$ cat src/stc_pkg.sv
// Shared constants and types of the serial transceiver control block
package stc_pkg;

    // ==========================================================
    // Clock and baud limits
    // ==========================================================
    localparam int unsigned CLK_HZ   = 32'h0098_9680;
    localparam int unsigned MAX_BAUD = 32'h0001_C200;
    localparam int unsigned DIV_W    = 32'h0000_0010;
    localparam logic [15:0] MIN_DIV  =
        16'((CLK_HZ + MAX_BAUD - 32'h0000_0001) / MAX_BAUD);
    localparam logic [15:0] DEF_DIV  = 16'h0057;

    // ==========================================================
    // Channel map
    // ==========================================================
    localparam int unsigned NCH     = 32'h0000_0003;
    localparam int unsigned N232    = 32'h0000_0002;
    localparam int unsigned DIFF_CH = 32'h0000_0002;

    // ==========================================================
    // Line levels and reset values
    // ==========================================================
    localparam logic       LINE_IDLE   = 1'h1;
    localparam logic       RTS_RST     = 1'h1;
    localparam logic       PWRDN_RST   = 1'h0;
    localparam logic [2:0] LAST_BIT    = 3'h7;
    localparam logic [2:0] FIRST_BIT   = 3'h0;

    typedef enum logic [1:0] {
        STC_IDLE  = 2'h0,
        STC_START = 2'h1,
        STC_DATA  = 2'h3,
        STC_STOP  = 2'h2
    } stc_line_state_t;

endpackage

$ cat src/stc_serial_ctrl.sv
// Serial port glue: three UART channels, RS422/RS485 steering, buffers
`timescale 1ns/1ns
module stc_serial_ctrl
    import stc_pkg::*;
#(
    parameter int unsigned CH = NCH
)
(
    input  wire logic                      core_clk_i,
    input  wire logic                      srst_i,
    input  wire logic [CH-1:0][DIV_W-1:0]  ch_div_i,
    input  wire logic [CH-1:0][7:0]        ch_tx_data_i,
    input  wire logic [CH-1:0]             ch_tx_valid_i,
    output logic      [CH-1:0]             ch_tx_ready_o,
    output logic      [CH-1:0][7:0]        ch_rx_data_o,
    output logic      [CH-1:0]             ch_rx_valid_o,
    output logic      [CH-1:0]             ch_rx_ferr_o,
    output logic      [N232-1:0]           rs232_txd_o,
    input  wire logic [N232-1:0]           rs232_rxd_i,
    input  wire logic                      rs485_mode_i,
    input  wire logic                      rts_req_i,
    output logic                           diff_rts_o,
    output logic                           diff_de_o,
    output logic                           diff_txd_o,
    input  wire logic                      diff_rx422_i,
    input  wire logic                      diff_bus_i,
    input  wire logic                      pwrdn_req_i,
    output logic                           rs232_buffer_powerdown_o
);

    // ==========================================================
    // Baud divisor floor
    // ==========================================================
    function automatic logic [DIV_W-1:0] stc_clamp_div(
        input logic [DIV_W-1:0] d
    );
        stc_clamp_div = (d < MIN_DIV) ? MIN_DIV : d;
    endfunction

    logic [CH-1:0][DIV_W-1:0] eff_div;
    logic [CH-1:0]            line_tx;
    logic [CH-1:0]            line_rx;
    logic                     echo_on;

    // ==========================================================
    // RTS and differential driver enable
    // ==========================================================
    // Both flops load from the same request so the enable
    // never lags the RTS level by a cycle
    always_ff @(posedge core_clk_i)
    begin
        if (srst_i)
        begin
            diff_rts_o <= RTS_RST;
            diff_de_o  <= ~RTS_RST;
        end
        else
        begin
            diff_rts_o <= rts_req_i;
            diff_de_o  <= ~rts_req_i;
        end
    end

    // ==========================================================
    // RS232 buffer power control
    // ==========================================================
    always_ff @(posedge core_clk_i)
    begin
        if (srst_i)
            rs232_buffer_powerdown_o <= PWRDN_RST;
        else
            rs232_buffer_powerdown_o <= pwrdn_req_i;
    end

    // ==========================================================
    // Receive path steering
    // ==========================================================
    // Shared pair: while we drive, our own bits come back
    assign echo_on = rs485_mode_i && diff_de_o;

    always_comb
    begin
        line_rx = '0;
        for (int i = 0; i < N232; i++)
            line_rx[i] = rs232_rxd_i[i];
        if (!rs485_mode_i)
            line_rx[DIFF_CH] = diff_rx422_i;
        else if (echo_on)
            line_rx[DIFF_CH] = line_tx[DIFF_CH];
        else
            line_rx[DIFF_CH] = diff_bus_i;
    end

    assign rs232_txd_o = line_tx[N232-1:0];
    assign diff_txd_o  = line_tx[DIFF_CH];

    // ==========================================================
    // UART channels
    // ==========================================================
    for (genvar g = 0; g < CH; g++)
    begin : g_chan
        assign eff_div[g] = stc_clamp_div(ch_div_i[g]);

        stc_uart_chan #(
            .W          (DIV_W)
        ) stc_uart_chan_i (
            .core_clk_i (core_clk_i),
            .srst_i     (srst_i),
            .div_i      (eff_div[g]),
            .tx_data_i  (ch_tx_data_i[g]),
            .tx_valid_i (ch_tx_valid_i[g]),
            .tx_ready_o (ch_tx_ready_o[g]),
            .tx_o       (line_tx[g]),
            .rx_i       (line_rx[g]),
            .rx_data_o  (ch_rx_data_o[g]),
            .rx_valid_o (ch_rx_valid_o[g]),
            .rx_ferr_o  (ch_rx_ferr_o[g])
        );
    end
endmodule // stc_serial_ctrl

$ cat src/stc_uart_chan.sv
// One 8N1 serial channel with a transmitter and a receiver
`timescale 1ns/1ns
module stc_uart_chan
    import stc_pkg::*;
#(
    parameter int unsigned W = DIV_W
)
(
    input  wire logic         core_clk_i,
    input  wire logic         srst_i,
    input  wire logic [W-1:0] div_i,
    input  wire logic [7:0]   tx_data_i,
    input  wire logic         tx_valid_i,
    output logic              tx_ready_o,
    output logic              tx_o,
    input  wire logic         rx_i,
    output logic [7:0]        rx_data_o,
    output logic              rx_valid_o,
    output logic              rx_ferr_o
);

    stc_line_state_t tx_st_reg;
    stc_line_state_t rx_st_reg;
    logic [W-1:0]    tx_cnt_reg;
    logic [W-1:0]    rx_cnt_reg;
    logic [2:0]      tx_bit_reg;
    logic [2:0]      rx_bit_reg;
    logic [7:0]      tx_sh_reg;
    logic [7:0]      rx_sh_reg;

    // ==========================================================
    // Transmitter
    // ==========================================================
    always_ff @(posedge core_clk_i)
    begin
        if (srst_i)
        begin
            tx_st_reg  <= STC_IDLE;
            tx_o       <= LINE_IDLE;
            tx_ready_o <= 1'h1;
            tx_cnt_reg <= '0;
            tx_bit_reg <= FIRST_BIT;
            tx_sh_reg  <= '0;
        end
        else if (tx_st_reg == STC_IDLE)
        begin
            if (tx_valid_i && tx_ready_o)
            begin
                tx_sh_reg  <= tx_data_i;
                tx_ready_o <= 1'h0;
                tx_o       <= ~LINE_IDLE;
                tx_cnt_reg <= div_i - 1'h1;
                tx_st_reg  <= STC_START;
            end
        end
        else if (tx_cnt_reg != '0)
            tx_cnt_reg <= tx_cnt_reg - 1'h1;
        else
        begin
            tx_cnt_reg <= div_i - 1'h1;
            case (tx_st_reg)
                STC_START:
                begin
                    tx_o       <= tx_sh_reg[0];
                    tx_sh_reg  <= tx_sh_reg >> 1;
                    tx_bit_reg <= FIRST_BIT;
                    tx_st_reg  <= STC_DATA;
                end
                STC_DATA:
                begin
                    if (tx_bit_reg == LAST_BIT)
                    begin
                        tx_o      <= LINE_IDLE;
                        tx_st_reg <= STC_STOP;
                    end
                    else
                    begin
                        tx_o       <= tx_sh_reg[0];
                        tx_sh_reg  <= tx_sh_reg >> 1;
                        tx_bit_reg <= tx_bit_reg + 1'h1;
                    end
                end
                default:
                begin
                    tx_ready_o <= 1'h1;
                    tx_st_reg  <= STC_IDLE;
                end
            endcase
        end
    end

    // ==========================================================
    // Receiver, samples mid bit
    // ==========================================================
    always_ff @(posedge core_clk_i)
    begin
        if (srst_i)
        begin
            rx_st_reg  <= STC_IDLE;
            rx_cnt_reg <= '0;
            rx_bit_reg <= FIRST_BIT;
            rx_sh_reg  <= '0;
            rx_data_o  <= '0;
            rx_valid_o <= 1'h0;
            rx_ferr_o  <= 1'h0;
        end
        else
        begin
            rx_valid_o <= 1'h0;
            if (rx_st_reg == STC_IDLE)
            begin
                if (rx_i != LINE_IDLE)
                begin
                    rx_cnt_reg <= div_i >> 1;
                    rx_st_reg  <= STC_START;
                end
            end
            else if (rx_cnt_reg != '0)
                rx_cnt_reg <= rx_cnt_reg - 1'h1;
            else
            begin
                rx_cnt_reg <= div_i - 1'h1;
                case (rx_st_reg)
                    STC_START:
                    begin
                        rx_bit_reg <= FIRST_BIT;
                        rx_st_reg  <= (rx_i == LINE_IDLE) ? STC_IDLE
                                                          : STC_DATA;
                    end
                    STC_DATA:
                    begin
                        rx_sh_reg <= {rx_i, rx_sh_reg[7:1]};
                        if (rx_bit_reg == LAST_BIT)
                            rx_st_reg <= STC_STOP;
                        else
                            rx_bit_reg <= rx_bit_reg + 1'h1;
                    end
                    default:
                    begin
                        rx_data_o  <= rx_sh_reg;
                        rx_valid_o <= 1'h1;
                        rx_ferr_o  <= (rx_i != LINE_IDLE);
                        rx_st_reg  <= STC_IDLE;
                    end
                endcase
            end
        end
    end

endmodule // stc_uart_chan
$ cat config.mk
export PLATFORM = sky130hd
export DESIGN_NAME = stc_serial_ctrl
export DESIGN_NICKNAME = d
export VERILOG_FILES = /design/src/stc_pkg.sv /design/src/stc_serial_ctrl.sv /design/src/stc_uart_chan.sv
export SDC_FILE = /design/constraint.sdc
export NUM_CORES = 1
export LEC_CHECK = 0
export ABC_AREA = 1
export ABC_CLOCK_PERIOD_IN_PS = 1860
export BUFFER_PORTS_ARGS = -buffer_cell sky130_fd_sc_hd__buf_2
export CAP_MARGIN = 20
export CORE_ASPECT_RATIO = 1.25
export CORE_MARGIN = 2
export CORE_UTILIZATION = 61
export CTS_CLUSTER_SIZE = 30
export DETAILED_ROUTE_END_ITERATION = 12
export GPL_ROUTABILITY_DRIVEN = 0
export PLACE_DENSITY = 0.81
export SYNTH_ARGS = -nofsm -noshare
export SYNTH_HDL_FRONTEND = slang
export SYNTH_HIERARCHICAL = 1
export SYNTH_SLANG_ARGS = --single-unit
$ cat constraint.sdc
create_clock -name core_clk_i -period 1.86 [get_ports core_clk_i]
set_input_delay 0 -clock core_clk_i [delete_from_list [all_inputs] [get_ports core_clk_i]]
set_output_delay 0 -clock core_clk_i [all_outputs]
set_load 0.03 [all_outputs]
==> impl_metrics.yaml <==
outcome:
  status: "finished with violations"
  violations: "hold timing"
synth:
  ys_async_sr_fraction_pct: 0
  synthSimpleGateAreaFrac_pct: 39.91
  syn-num-nets: 2365
  synthDistinctLibCells: 48
  netlist_area_um2: 14020
  synth_flop_cell: "dfxtp_1"
  ys_seq_area_share_pct: 30.42
  synth-xor-area-share_pct: 3.561
  synth_top_family_by_area: "simple AND/OR/NAND/NOR gates"
  synth-edff-count: 0
  synth_fa_ha_area_share_pct: 2.410
  avgSynthCellArea_um2: 6.219
  synthMuxAreaShare_pct: 0
  synth-compound-area-share_pct: 13.32
  ys_warn_count: 6
  synthCells: 2254
  ys_seq_elements: 213
layout:
  layout-drive-gt1-share_pct: 17.25
  fin_nets: 2547
  area_growth_pct: 20.04
  num_antenna_cells: 0
  final_common_cell: "nand2_1"
  fin_area_um2: 16830
  final_cell_mix: "nand2_1, nor2_1, inv_1"
sta:
  finalSetupViolCount: 0
  worst_slack_ns: 0.1005
  layout_min_cycle_time_ns: 1.760
  fin_skew_ns: 0.01125
  fin_hold_ws_ns: -0.01821
  fin_crit_sh_pct: 94.60
  relSlewSlack_pct: 59.86
  fin_tns_setup_ns: 0
  finalHoldViolCount: 1
  max_freq_mhz: 568.3
  worstMarginPinSlew_ns: 0.6015
  finalMaxSlewViolations: 0
cts:
  cts_root_buffer: "clkbuf_16"
  cts_tree: "yes"
  clock_sinks: 213
  clockBufferDepth: 3
  cts_buffers: 23
  clock_latency_ns: 0.51
  path_clk_slew_ns: 0.07
  h-tree-depth: 1
worst_setup_path:
  crit_chain: "dlygate4sd3_1, buf_2, nor2_1, nand2_1, nor2_4, nand3_4, nand2_1, inv_1, ha_1, inv_1, nor2_4, xor2_2, buf_4, a21oi_2, a21oi_1"
  critical_path.max_fanout: 7
  critical_path_class: "input port to flip-flop"
  crit_path_top_delay_cell: "dlygate4sd3_1"
  reg2regPathDepth: 7
  critical_path_arrival_ns: 2.15
  critPathMaxStageDelay_ns: 0.53
  cp_data_required_time_ns: 2.25
  end_kind: "flip-flop"
  cp.depth: 15
  setup.worst_path.start_class: "input port"
  crit_family: "buffers and inverters"
  worst-path-buf-inv: 5
pwr:
  seq_power_share_pct: 29.4
  vdd_drop_max_mv: 1.511
  power.density_nw_per_um2: 1298
  switching_share_pct: 44.70
  p_sw_uw: 9765
  power.internal_uw: 12080
  combPwrFrac_pct: 48.4
  p_clk_share_pct: 22.2
  leakagePower_uw: 0.007970
global_route:
  grt_max_degree: 50
  grt_first_pass_wirelength_um: 64310
  overflow: 0
  track_usage_pct: 31.09
  antenna_found_initial: 0
  grt_pass1_vias: 14260
placement:
  place_area_um2: 15010
  dp_hpwl_um: 28120
  portBuffers: 122
  place_worst_setup_slack_ns: -0.2960
routing:
  num_vias: 15410
  drt_first_pass_iters: 5
  via_per_inst: 5.623
  drt_iter0_drc: 1090
  drc: 0
  ant_nets: 0
  drt-total-wl_um: 40210
  wl_per_cell_um: 14.68
min_path:
  hold_class: "input port to flip-flop"
  whs_path_depth: 5
die:
  rows: 62
  die_area_um2: 24220
  start_util_pct: 61.47
  fp.dieH_um: 173.5
  ioPinCount: 123
  coreArea_um2: 22810
  dieWidth_um: 139.6
run:
  drv_cap: 0
==> worst reg2reg max path, delay by kind of cell, from the launching register on <==
kind / cells / cell delay, ns
buffers and inverters: 3 / 0.83
and+or+nand+nor: 1 / 0.15
AOI/OAI and AO/OA: 3 / 0.33
DFF: 1 / 0.37
==> path summary, 6_finish.rpt <==
kind / from / end / slack [ns]
worst max-delay path: ch_div_i[24] / g_chan[1].stc_uart_chan_i/rx_cnt_reg[6]$_SDFFE_PP0P_ / 0.10
worst min-delay path: ch_div_i[1] / g_chan[0].stc_uart_chan_i/rx_cnt_reg[0]$_SDFFE_PP0P_ / -0.02
worst max register to register: g_chan[0].stc_uart_chan_i/rx_st_reg[0]$_SDFFE_PP0P_ / g_chan[0].stc_uart_chan_i/rx_cnt_reg[2]$_SDFFE_PP0P_ / 0.11
worst min register to register: g_chan[1].stc_uart_chan_i/rx_data_o[3]$_SDFFE_PP0P_ / g_chan[1].stc_uart_chan_i/rx_data_o[3]$_SDFFE_PP0P_ / 0.46
==> repair_timing <==
action / 4_1_cts / 5_1_grt
pin swaps: 0 / 36
setup buffers: 0 / 3
endpoints found under the hold margin: 69 / 2
resized for setup: 5 / 121
setup endpoints to repair: 55 / 119
gates cloned: 0 / 1
hold buffers: 58 / 1
==> cells in the mapped netlist, drive strengths merged (13+ instances only) <==
cell / number / area (µm²)
ha: 27 / 337.8
xnor2: 13 / 113.9
dfxtp: 213 / 4264
nand2: 628 / 2485
nor3: 25 / 135.1
nor2: 388 / 1712
nand3: 170 / 888.3
clkbuf: 54 / 202.7
buf: 30 / 257.8
nand4: 40 / 250.2
inv: 260 / 985.9
o21ai: 159 / 807.0
a21oi: 138 / 705.7
xor2: 44 / 385.4
a31oi: 14 / 112.6
==> area by class of cell <==
class | count | area, µm²
multi-input combinational | 1696 | 8688
timing repair buffer | 240 | 1694
inverter | 262 | 1013
fill | 1846 | 5979
clock inverter | 13 | 157.7
tap | 288 | 360.3
sequential | 213 | 4269
clock buffer | 28 | 644.4
==> per-stage QoR <==
step,power [µW],cells,util [%]
6_report,21850,2740,73.78
5_1_grt,23430,2740,73.78
4_1_cts,21450,2738,71.97
3_5_place_dp,16420,2639,65.82
3_3_place_gp,16180,2639,65.82
2_1_floorplan,14290,2254,-
==> cell families after synthesis <==
| group | Yosys count |
|---|---|
| simple gates | 1269 |
| flops | 213 |
| compound gates | 342 |
| fa+ha+maj | 27 |
| buf+inv | 346 |
| xor+xnor | 57 |
==> power by group through the flow <==
stage / clock (µW) / sequential, µW / combinational (µW)
after floorplan: 0 / 6380 / 7910
after global placement: 0 / 6430 / 9750
after detailed placement: 0 / 6440 / 9980
after CTS: 4900 / 6380 / 10200
after global routing: 5090 / 6530 / 11800
final: 4850 / 6420 / 10600
==> per-layer routing <==
metal  vias to the layer above  GRT usage (%)  wire [µm]
met4                         0          18.13       2320
met1                      6924          36.77      15630
met3                       200          3.619       2741
met2                       723          54.25      19520
li1                       7560              -          -
met5                         -              0          0
Power figures use the tool's default switching activity.
